==> src/pkg/hpa_pkg.sv <==
package hpa_pkg;

	// register bus
	localparam int BUS_AW = 8;
	localparam logic [7:0] OFS_COMMAND = 8'h00;
	localparam logic [7:0] OFS_FEATURES = 8'h04;
	localparam logic [7:0] OFS_SECTOR_COUNT = 8'h08;
	localparam logic [7:0] OFS_LBA = 8'h0C;
	localparam logic [7:0] OFS_PW_INDEX = 8'h10;
	localparam logic [7:0] OFS_PW_DATA = 8'h14;
	localparam logic [7:0] OFS_STATUS = 8'h18;
	localparam logic [7:0] OFS_RESULT = 8'h1C;
	localparam logic [7:0] OFS_CUR_MAX = 8'h20;
	localparam logic [7:0] OFS_ID_CAPS = 8'h24;
	localparam logic [7:0] OFS_ID_STATE = 8'h28;
	localparam logic [7:0] OFS_ID_CAPACITY = 8'h2C;
	localparam logic [7:0] OFS_NV_MAX = 8'h30;

	// command codes and set-max subcommands
	localparam logic [7:0] CMD_READ_NATIVE = 8'hF8;
	localparam logic [7:0] CMD_SET_MAX = 8'hF9;
	localparam logic [7:0] CMD_READ_SECT = 8'h20;
	localparam logic [7:0] CMD_WRITE_SECT = 8'h30;
	localparam logic [7:0] FEAT_ADDR = 8'h00;
	localparam logic [7:0] FEAT_PASSWORD = 8'h01;
	localparam logic [7:0] FEAT_LOCK = 8'h02;
	localparam logic [7:0] FEAT_UNLOCK = 8'h03;
	localparam logic [7:0] FEAT_FREEZE = 8'h04;
	localparam int VOL_BIT = 0;

	// status fields
	localparam int STAT_BUSY = 0;
	localparam int STAT_ERR = 1;
	localparam int STAT_ABRT = 2;
	localparam int STAT_IDNF = 3;
	localparam int STAT_SEC = 4;
	localparam int STAT_PWV = 6;

	// identify bits
	localparam int ID82_HPA_BIT = 10;
	localparam int ID83_EXT_BIT = 8;
	localparam int ID86_EXT_BIT = 8;

	// reset values and counts
	localparam logic [27:0] NATIVE_MAX_DFLT = 28'hFFFFFFF;
	localparam logic [1:0] INIT_LOAD_CNT = 2'h2;
	localparam logic [1:0] HW_SYNC_RST = 2'h3;

	typedef enum logic [1:0] {SEC_INACTIVE, SEC_UNLOCKED, SEC_LOCKED, SEC_FROZEN} sec_state_t;
	typedef enum logic [1:0] {C_IDLE, C_PW_WR, C_PW_RD, C_PW_CMP} cmd_state_t;

endpackage

==> src/pkg/pw_mem_if.sv <==
`timescale 1ns/100ps
`default_nettype none
interface pw_mem_if #(
	parameter int AW = 3
);
	logic we;
	logic [AW-1:0] addr;
	logic [31:0] wdata;
	logic [31:0] rdata;
	modport ctrl (output we, output addr, output wdata, input rdata);
	modport mem (input we, input addr, input wdata, output rdata);
endinterface
`default_nettype wire

==> src/pw_store.sv <==
`timescale 1ns/100ps
`default_nettype none
module pw_store #(
	parameter int DEPTH = 8
)(
	// clock
	input wire logic i_core_clk,
	// access port
	pw_mem_if.mem port
);
	logic [31:0] mem_r [DEPTH];

	// no reset: contents only count once the controller marks them valid
	always_ff @(posedge i_core_clk)
	begin
		if (port.we)
			mem_r[port.addr] <= port.wdata;
		port.rdata <= mem_r[port.addr];
	end
endmodule
`default_nettype wire

==> src/host_protected_area_ctrl.sv <==
// Operation
// identify word 82 bit 10 reads one: reserved-area feature supported.
// with password extensions, identify word 83 bit 8 also reads one.
// set-max subcommands share one code, chosen by the features value.
// read-native-maximum always returns the true native maximum.
// a set maximum below native limits user space; above is reserved.
// host sends read-native-maximum right before every set-maximum.
// identify capacity reports only the reduced maximum after set-maximum.
// media access above current maximum ends with idnf and err.
// sector count volatility bit picks whether the new maximum persists.
// power-on or hardware reset restores last non-volatile maximum.
// set-maximum above native maximum is aborted.
// only one non-volatile set-maximum per reset; a second is aborted.
// host uses one addressing form for all these commands.
// password survives hardware and software reset, lost on power cycle.
// reserved-area password kept apart from the security-mode password.
// accepted set-password enters the unlocked state.
// accepted lock enters locked; only unlock works until unlock or power cycle. Here a lock while locked is also accepted.
// accepted unlock moves locked back to unlocked.
// accepted freeze enters frozen until power cycle, blocking even unlock.
// power-on starts inactive: lock, unlock, freeze abort; set-maximum runs.
// set-password while unlocked replaces the stored password.
// while locked, identify word 86 bit 8 reads one.
// frozen aborts every set-max subcommand and stays frozen.
// unlock with a wrong password is aborted and stays locked.
`timescale 1ns/100ps
`default_nettype none
module host_protected_area_ctrl #(
	parameter int ADDR_W = 28,
	parameter logic [ADDR_W-1:0] NATIVE_MAX = hpa_pkg::NATIVE_MAX_DFLT,
	parameter int PW_WORDS = 8,
	parameter bit PW_EXT = 1'b1
)(
	// clock and reset
	input wire logic i_core_clk,
	input wire logic i_reset_n,
	// avalon-mm slave
	input wire logic [hpa_pkg::BUS_AW-1:0] i_avs_address,
	input wire logic i_avs_read,
	input wire logic i_avs_write,
	input wire logic [31:0] i_avs_writedata,
	output logic [31:0] o_avs_readdata,
	output logic o_avs_waitrequest,
	// hardware reset pin and persistent maximum
	input wire logic i_hw_reset_n,
	input wire logic [ADDR_W-1:0] i_nv_max,
	output logic o_nv_write,
	output logic [ADDR_W-1:0] o_nv_max_addr,
	// media access
	output logic o_media_req,
	output logic o_media_write,
	output logic [ADDR_W-1:0] o_media_lba
);
	import hpa_pkg::*;

	localparam int PW_AW = (PW_WORDS > 1) ? $clog2(PW_WORDS) : 1;
	localparam logic [PW_AW-1:0] PW_LAST = PW_AW'(PW_WORDS - 1);

	function automatic logic reg_hit(input logic [BUS_AW-1:0] a, input logic [BUS_AW-1:0] ofs);
		return a[BUS_AW-1:2] == ofs[BUS_AW-1:2];
	endfunction

	logic [1:0] hw_sync_r;
	logic [ADDR_W-1:0] nv_sync0_r, nv_sync1_r;
	logic [1:0] init_cnt_r;
	logic ready_r, init_load, hw_rst;
	logic accept, wr_acc, rd_acc;
	logic [7:0] feat_r, count_r, cmd_r;
	logic [ADDR_W-1:0] lba_r, cur_max_r, nv_max_r, result_r, nv_init;
	logic [PW_AW-1:0] pw_idx_r, widx_r;
	logic [31:0] stage_r [PW_WORDS];
	logic cmd_go_r, busy_r, err_r, abrt_r, idnf_r, nv_done_r, rnm_prev_r, pw_valid_r, miss_r;
	sec_state_t sec_r, sec_nxt;
	cmd_state_t cst_r;
	logic exec, v_abort, v_idnf, v_setmax, v_nv, v_pw, v_unl, v_media, v_rnm;
	logic cmp_miss, fin_pw, fin_unl;
	logic [15:0] id_w82, id_w83, id_w86;
	logic [31:0] id_cap, rd_mux;

	pw_mem_if #(.AW(PW_AW)) pw_bus ();

	// own store, never shared with the security-mode password R15
	pw_store #(.DEPTH(PW_WORDS)) u_store (
		.i_core_clk(i_core_clk),
		.port(pw_bus.mem)
	);

	assign pw_bus.we = (cst_r == C_PW_WR);
	assign pw_bus.addr = widx_r;
	assign pw_bus.wdata = stage_r[widx_r];
	assign cmp_miss = (pw_bus.rdata != stage_r[widx_r]);
	assign fin_pw = (cst_r == C_PW_WR) && (widx_r == PW_LAST);
	assign fin_unl = (cst_r == C_PW_CMP) && (widx_r == PW_LAST);

	// pin inputs cross through two flops
	always_ff @(posedge i_core_clk)
	begin
		if (!i_reset_n)
		begin
			hw_sync_r <= HW_SYNC_RST;
			nv_sync0_r <= '0;
			nv_sync1_r <= '0;
		end
		else
		begin
			hw_sync_r <= {hw_sync_r[0], i_hw_reset_n};
			nv_sync0_r <= i_nv_max;
			nv_sync1_r <= nv_sync0_r;
		end
	end
	assign hw_rst = ~hw_sync_r[1];

	// persistent maximum is caught after release; the bus stalls until then
	always_ff @(posedge i_core_clk)
	begin
		if (!i_reset_n)
		begin
			init_cnt_r <= '0;
			ready_r <= 1'b0;
		end
		else if (!ready_r)
		begin
			init_cnt_r <= init_cnt_r + 1'b1;
			ready_r <= (init_cnt_r == INIT_LOAD_CNT);
		end
	end
	assign init_load = !ready_r && (init_cnt_r == INIT_LOAD_CNT);
	assign nv_init = (nv_sync1_r > NATIVE_MAX) ? NATIVE_MAX : nv_sync1_r;

	// bus slave: waitrequest drops for exactly one cycle per accepted request
	assign accept = (i_avs_read | i_avs_write) && o_avs_waitrequest && ready_r;
	assign wr_acc = accept && i_avs_write;
	assign rd_acc = accept && i_avs_read;

	always_ff @(posedge i_core_clk)
	begin
		if (!i_reset_n)
			o_avs_waitrequest <= 1'b1;
		else
			o_avs_waitrequest <= !accept;
	end

	always_ff @(posedge i_core_clk)
	begin
		if (!i_reset_n)
		begin
			feat_r <= '0;
			count_r <= '0;
			lba_r <= '0;
			cmd_r <= '0;
			pw_idx_r <= '0;
			cmd_go_r <= 1'b0;
		end
		else
		begin
			// a command written while busy is dropped
			cmd_go_r <= wr_acc && reg_hit(i_avs_address, OFS_COMMAND) && !busy_r;
			if (wr_acc && reg_hit(i_avs_address, OFS_COMMAND) && !busy_r)
				cmd_r <= i_avs_writedata[7:0];
			if (wr_acc && reg_hit(i_avs_address, OFS_FEATURES))
				feat_r <= i_avs_writedata[7:0];
			if (wr_acc && reg_hit(i_avs_address, OFS_SECTOR_COUNT))
				count_r <= i_avs_writedata[7:0];
			if (wr_acc && reg_hit(i_avs_address, OFS_LBA))
				lba_r <= i_avs_writedata[ADDR_W-1:0];
			if (wr_acc && reg_hit(i_avs_address, OFS_PW_INDEX))
				pw_idx_r <= i_avs_writedata[PW_AW-1:0];
			else if (wr_acc && reg_hit(i_avs_address, OFS_PW_DATA))
				pw_idx_r <= pw_idx_r + 1'b1;
		end
	end

	always_ff @(posedge i_core_clk)
	begin
		if (wr_acc && reg_hit(i_avs_address, OFS_PW_DATA))
			stage_r[pw_idx_r] <= i_avs_writedata;
	end

	// command decode and verdict
	always_comb
	begin
		exec = cmd_go_r && (cst_r == C_IDLE);
		v_abort = 1'b0;
		v_idnf = 1'b0;
		v_setmax = 1'b0;
		v_nv = 1'b0;
		v_pw = 1'b0;
		v_unl = 1'b0;
		v_media = 1'b0;
		v_rnm = 1'b0;
		sec_nxt = sec_r;
		if (cmd_r == CMD_READ_NATIVE)
			v_rnm = 1'b1;
		else if (cmd_r == CMD_SET_MAX)
		begin
			case (feat_r)
				FEAT_ADDR:
				begin
					if (sec_r == SEC_LOCKED || sec_r == SEC_FROZEN || !rnm_prev_r)
						v_abort = 1'b1;
					else if (lba_r > NATIVE_MAX)
						v_abort = 1'b1;
					else if (count_r[VOL_BIT] && nv_done_r)
						v_abort = 1'b1;
					else
					begin
						v_setmax = 1'b1;
						v_nv = count_r[VOL_BIT];
					end
				end
				FEAT_PASSWORD:
				begin
					if (sec_r == SEC_LOCKED || sec_r == SEC_FROZEN)
						v_abort = 1'b1;
					else
						v_pw = 1'b1;
				end
				FEAT_LOCK:
				begin
					if (sec_r == SEC_INACTIVE || sec_r == SEC_FROZEN)
						v_abort = 1'b1;
					else
						sec_nxt = SEC_LOCKED;
				end
				FEAT_UNLOCK:
				begin
					if (sec_r == SEC_LOCKED)
						v_unl = 1'b1;
					else
						v_abort = 1'b1;
				end
				FEAT_FREEZE:
				begin
					if (sec_r == SEC_UNLOCKED)
						sec_nxt = SEC_FROZEN;
					else
						v_abort = 1'b1;
				end
				default:
					v_abort = 1'b1;
			endcase
		end
		else if (cmd_r == CMD_READ_SECT || cmd_r == CMD_WRITE_SECT)
		begin
			if (lba_r > cur_max_r)
				v_idnf = 1'b1;
			else
				v_media = 1'b1;
		end
		else
			v_abort = 1'b1;
	end

	// password write and compare walk
	always_ff @(posedge i_core_clk)
	begin
		if (!i_reset_n)
		begin
			cst_r <= C_IDLE;
			widx_r <= '0;
			miss_r <= 1'b0;
		end
		else
		begin
			unique case (cst_r)
				C_IDLE:
				begin
					widx_r <= '0;
					miss_r <= 1'b0;
					if (exec && v_pw)
						cst_r <= C_PW_WR;
					else if (exec && v_unl)
						cst_r <= C_PW_RD;
				end
				C_PW_WR:
				begin
					widx_r <= widx_r + 1'b1;
					if (fin_pw)
						cst_r <= C_IDLE;
				end
				C_PW_RD:
					cst_r <= C_PW_CMP;
				C_PW_CMP:
				begin
					miss_r <= miss_r | cmp_miss;
					widx_r <= widx_r + 1'b1;
					cst_r <= fin_unl ? C_IDLE : C_PW_RD;
				end
			endcase
		end
	end

	// lock state; hardware reset leaves it and the password alone R14
	always_ff @(posedge i_core_clk)
	begin
		if (!i_reset_n)
		begin
			sec_r <= SEC_INACTIVE;
			pw_valid_r <= 1'b0;
		end
		else if (fin_pw)
		begin
			sec_r <= SEC_UNLOCKED;
			pw_valid_r <= 1'b1;
		end
		else if (fin_unl && !(miss_r || cmp_miss))
			sec_r <= SEC_UNLOCKED;
		else if (exec && !v_abort)
			sec_r <= sec_nxt;
	end

	// maximum address bookkeeping
	always_ff @(posedge i_core_clk)
	begin
		if (!i_reset_n)
		begin
			cur_max_r <= NATIVE_MAX;
			nv_max_r <= NATIVE_MAX;
			nv_done_r <= 1'b0;
			rnm_prev_r <= 1'b0;
			o_nv_write <= 1'b0;
		end
		else
		begin
			o_nv_write <= exec && v_nv;
			if (init_load)
			begin
				cur_max_r <= nv_init;
				nv_max_r <= nv_init;
			end
			else if (hw_rst)
			begin
				cur_max_r <= nv_max_r;
				nv_done_r <= 1'b0;
				rnm_prev_r <= 1'b0;
			end
			else if (exec)
			begin
				rnm_prev_r <= v_rnm;
				if (v_setmax)
					cur_max_r <= lba_r;
				if (v_nv)
				begin
					nv_max_r <= lba_r;
					nv_done_r <= 1'b1;
				end
			end
		end
	end
	assign o_nv_max_addr = nv_max_r;

	// completion status of the last command
	always_ff @(posedge i_core_clk)
	begin
		if (!i_reset_n)
		begin
			busy_r <= 1'b0;
			err_r <= 1'b0;
			abrt_r <= 1'b0;
			idnf_r <= 1'b0;
			result_r <= '0;
		end
		else if (wr_acc && reg_hit(i_avs_address, OFS_COMMAND) && !busy_r)
		begin
			busy_r <= 1'b1;
			err_r <= 1'b0;
			abrt_r <= 1'b0;
			idnf_r <= 1'b0;
		end
		else if (exec && !v_pw && !v_unl)
		begin
			busy_r <= 1'b0;
			abrt_r <= v_abort;
			idnf_r <= v_idnf;
			err_r <= v_abort | v_idnf;
			if (v_rnm)
				result_r <= NATIVE_MAX;
		end
		else if (fin_pw)
			busy_r <= 1'b0;
		else if (fin_unl)
		begin
			busy_r <= 1'b0;
			abrt_r <= miss_r | cmp_miss;
			err_r <= miss_r | cmp_miss;
		end
	end

	always_ff @(posedge i_core_clk)
	begin
		if (!i_reset_n)
		begin
			o_media_req <= 1'b0;
			o_media_write <= 1'b0;
			o_media_lba <= '0;
		end
		else
		begin
			o_media_req <= exec && v_media;
			if (exec && v_media)
			begin
				o_media_write <= (cmd_r == CMD_WRITE_SECT);
				o_media_lba <= lba_r;
			end
		end
	end

	// identify words and read mux
	always_comb
	begin
		id_w82 = '0;
		id_w83 = '0;
		id_w86 = '0;
		id_w82[ID82_HPA_BIT] = 1'b1;
		id_w83[ID83_EXT_BIT] = PW_EXT;
		id_w86[ID86_EXT_BIT] = (sec_r != SEC_INACTIVE);
		id_cap = 32'(cur_max_r) + 32'h1;
		rd_mux = '0;
		if (reg_hit(i_avs_address, OFS_FEATURES))
			rd_mux = 32'(feat_r);
		else if (reg_hit(i_avs_address, OFS_SECTOR_COUNT))
			rd_mux = 32'(count_r);
		else if (reg_hit(i_avs_address, OFS_LBA))
			rd_mux = 32'(lba_r);
		else if (reg_hit(i_avs_address, OFS_PW_INDEX))
			rd_mux = 32'(pw_idx_r);
		else if (reg_hit(i_avs_address, OFS_STATUS))
			rd_mux = 32'({pw_valid_r, sec_r, idnf_r, abrt_r, err_r, busy_r});
		else if (reg_hit(i_avs_address, OFS_RESULT))
			rd_mux = 32'(result_r);
		else if (reg_hit(i_avs_address, OFS_CUR_MAX))
			rd_mux = 32'(cur_max_r);
		else if (reg_hit(i_avs_address, OFS_ID_CAPS))
			rd_mux = {id_w83, id_w82};
		else if (reg_hit(i_avs_address, OFS_ID_STATE))
			rd_mux = 32'(id_w86);
		else if (reg_hit(i_avs_address, OFS_ID_CAPACITY))
			rd_mux = id_cap;
		else if (reg_hit(i_avs_address, OFS_NV_MAX))
			rd_mux = 32'(nv_max_r);
	end

	// password data never reads back
	always_ff @(posedge i_core_clk)
	begin
		if (!i_reset_n)
			o_avs_readdata <= '0;
		else if (rd_acc)
			o_avs_readdata <= rd_mux;
	end
endmodule
`default_nettype wire

==> config.mk <==
export PLATFORM = sky130hd
export DESIGN_NAME = host_protected_area_ctrl
export DESIGN_NICKNAME = d
export VERILOG_FILES = /design/src/pkg/hpa_pkg.sv /design/src/pkg/pw_mem_if.sv /design/src/pw_store.sv /design/src/host_protected_area_ctrl.sv
export SDC_FILE = /design/constraint.sdc
export NUM_CORES = 1
export LEC_CHECK = 0
export ABC_AREA = 0
export BUFFER_PORTS_ARGS = -buffer_cell sky130_fd_sc_hd__clkbuf_2
export CAP_MARGIN = 40
export CORE_UTILIZATION = 55
export DETAILED_ROUTE_END_ITERATION = 12
export PLACE_DENSITY = 0.75
export SYNTH_ARGS = -nofsm -noshare
export SYNTH_HDL_FRONTEND = slang
export SYNTH_SLANG_ARGS = --single-unit
==> constraint.sdc <==
create_clock -name i_core_clk -period 4.8 [get_ports i_core_clk]
set_input_delay 0.24 -clock i_core_clk [delete_from_list [all_inputs] [get_ports i_core_clk]]
set_output_delay 0.24 -clock i_core_clk [all_outputs]
set_load 0.01 [all_outputs]
==> out/metrics.cfg <==
[status]
status=finished, final reports clean

[setup_path]
worstPathMaxFanout=50
worstPathRequired_ps=5290
worst-path-stages=9
cp.arrival_ps=4350
cp_num_buf_inv=1
crit_top_cell=nor4_1
worstReg2RegEnd=err_r$_SDFFE_PP0P_
crit_family=simple AND/OR/NAND/NOR gates
worst-setup-path-type=flop to flop
start_kind=flop
crit_chain=buf_4, mux4_2, nand2_1, o221ai_2, xor2_1, nor4_1, nand4b_1, nor4_1, nor3_1
cp_slowest_cell=dfxtp_4
cp-endpoint=err_r$_SDFFE_PP0P_
r2r_slack_ps=940
end_kind=flop
cpPeakStageDelay_ps=860
reg2reg_depth=9

[clock_tree]
clock_latency_ps=640
numCtsBuffers=80
cts_root_buf=clkbuf_16
cts_buffer_depth=3
htree_levels=3
cts-resized-gates=0
numClockSinks=797
cts_tree=yes
post_cts_buffers=0
clkTransAtPathRegs_ps=60

[floorplan]
dieArea_um2=60000
core_region_area_um2=58000
initial_utilization=0.560
die_w_um=245
dieHeight_um=245
ios=165
rows=88

[power]
p_int_mw=12.5
powerDensity_nw_per_um2=454
p_sw_mw=4.51
switching_share=0.265
clockPowerShare=0.374
vdd_drop_max_v=0.000325
p_total_mw=17.0
combPwrFrac=0.144
seq_power_share=0.482
leakage_nw=13.6

[global_routing]
grt.total_usage=0.280
antenna_found_initial=1
grt_pass1_vias=21605
grt_max_degree=91
grt_pass1_wl_um=128000
grt_overflow=0

[cells_and_area]
post-route-util=0.646
fin_nets=2875
stdcell_count=3591
drive_above_1_share=0.180
area_delta_synth_final_pct=15.5

[yosys]
async_reset_ff_frac=0
yosys_warnings=0
synth-main-ff-cell=edfxtp_1
synth_edf_count=512
syn-cell-area_um2=32500
yosysSeqAreaShare=0.649
synth_seq_cells=797
syn_inst=2551
ys_types=78
syn_area_per_cell_um2=12.7

[hold_path]
hold_depth=3
holdCritPathClass=primary input to flop

[placement]
dp_hpwl_um=52700
dpl_worst_slack_ps=1070
gp_congestion=0.937
numPortBuffers=159
dp.cells=3389

[sta]
maxSlewViolCount=0
slew_headroom=0.358
hold_violations=0
worst_slew_pin_slew_ps=961
max_freq_ghz=0.259
final.period_utilization=0.805
setup_viol=0
layout_setup_ws_ps=938
fin_worst_skew_ps=29.7
fin_crit_ps=3860
rsz0062_at_grt=false
tns_ps=0

[drt]
final_antenna_net_count=0
firstDrtPassIters=6
vias_per_cell=6.19
routed_wl_um=84400
route.detailed.drc=0
vias=22234
wl_per_cell_um=23.5
drtIter0Drc=2371

[run]
cap_violations=0

==> logic make-up after synthesis <==
logic type / count (synthesis) / synth area share
adder cells (fa/ha/maj): 42 / 0.0162
AO/OA/AOI/OAI: 505 / 0.101
XOR/XNOR: 48 / 0.0129
flip-flops: 797 / 0.649
multiplexers: 230 / 0.0884
AND/OR/NAND/NOR: 717 / 0.104
other: 1 / 0.000116
buffers and inverters: 211 / 0.0275
==> worst min-delay path by stage <==
stage / end / from / slack (ps)
after floorplan: stage_r[0][0]$_DFFE_PP_ / i_avs_writedata[0] / 340
after global placement: hw_sync_r[1]$_SDFF_PN1_ / hw_sync_r[0]$_SDFF_PN1_ / 410
after detailed placement: hw_sync_r[1]$_SDFF_PN1_ / hw_sync_r[0]$_SDFF_PN1_ / 400
after CTS: stage_r[5][25]$_DFFE_PP_ / i_avs_writedata[25] / 2
after global routing: stage_r[5][25]$_DFFE_PP_ / i_avs_writedata[25] / 10
final: lba_r[20]$_SDFFE_PN0P_ / i_avs_writedata[20] / 20
==> placed cells by master (no fill, tap or decap), types with 45 or more instances in the layout <==
cell           Yosys  layout
edfxtp_1         512     512
nand2_1          280     280
dfxtp_1          285     279
a21oi_1          169     168
clkbuf_2           1     159
nor2_1           160     151
mux2i_1          110     110
mux2_2            85      85
clkbuf_16          0      83
buf_4              7      70
and2_1            66      66
a221oi_1          62      62
o21ai_0           55      55
nand3_1           54      54
dlygate4sd3_1      0      53
inv_1             46      45
==> flip-flops by register name, indices dropped and copies added, names as in the netlist, 3 cells and up, named ones only <==
register,flops
count_r,8
nv_sync0_r,28
u_store.mem_r,256
lba_r,28
o_nv_max_addr,28
cur_max_r,28
cmd_r,8
o_avs_readdata,29
nv_sync1_r,28
pw_idx_r,3
o_media_lba,28
pw_bus.addr,3
feat_r,8
stage_r,256
u_store.port.rdata,32
==> routing by layer <==
metal / GRT usage / part of all wire / up-vias
met5: 0 / 0 / -
met4: 0.0998 / 0.029 / 0
met3: 0.0425 / 0.078 / 162
met2: 0.453 / 0.48 / 1027
met1: 0.386 / 0.41 / 11105
li1: - / - / 9940
==> metrics by stage <==
step | hold WS (ps) | instance area, um2
6_report | 21.3 | 37500
5_1_grt | 12.5 | 37500
4_1_cts | 1.94 | 37500
3_5_place_dp | 401 | 34300
3_3_place_gp | 406 | 34200
2_1_floorplan | 339 | 32500
==> synth_stat cells (21+ instances only) <==
library cell	n	area [um2]
mux4_2	29	653
mux2i_1	110	1100
o21ai_0	55	275
a21oi_1	169	846
xor2_1	27	236
and3_1	40	250
o21ai_1	30	150
dfxtp_1	285	5710
mux2_2	85	957
a211oi_1	32	240
nand2_1	280	1050
nor2_1	160	601
nor3_1	26	130
clkbuf_1	124	465
a22oi_1	34	255
o22ai_1	27	169
a221oi_1	62	543
and2_1	66	413
xnor2_1	21	184
edfxtp_1	512	15400
nand3_1	54	270
inv_1	46	173
ha_1	42	526
==> power groups by stage <==
stage	Sequential, mW	Combinational [mW]	Clock, mW
3_5_place_dp	8.33	2.37	0
3_3_place_gp	8.32	2.30	0
6_report	8.20	2.45	6.37
5_1_grt	8.24	2.68	6.68
2_1_floorplan	8.20	1.64	0
4_1_cts	8.19	2.42	6.43
==> timing repair <==
action	CTS	global route
hold endpoints to repair	229	0
endpoints found under the setup margin	0	0
hold buffers	53	0
==> layout make-up <==
type | instances | area [um2]
flip-flops and latches | 797 | 21100
fillers | 4102 | 20500
multi-input cells | 1545 | 10600
clock buffers | 109 | 2230
repair buffers | 289 | 1940
well taps | 765 | 957
clock inverters | 37 | 468
inverters | 47 | 178
diodes | 2 | 5.00
==> worst register-to-register path: cells and delay by family (launching register included) <==
family / cells / cell delay (ps)
flip-flops: 1 / 860
AO/OA/AOI/OAI: 1 / 280
buffers and inverters: 1 / 510
XOR/XNOR: 1 / 250
multiplexers: 1 / 560
AND/OR/NAND/NOR: 5 / 1260
No activity file was read; power rests on OpenSTA's default activity.
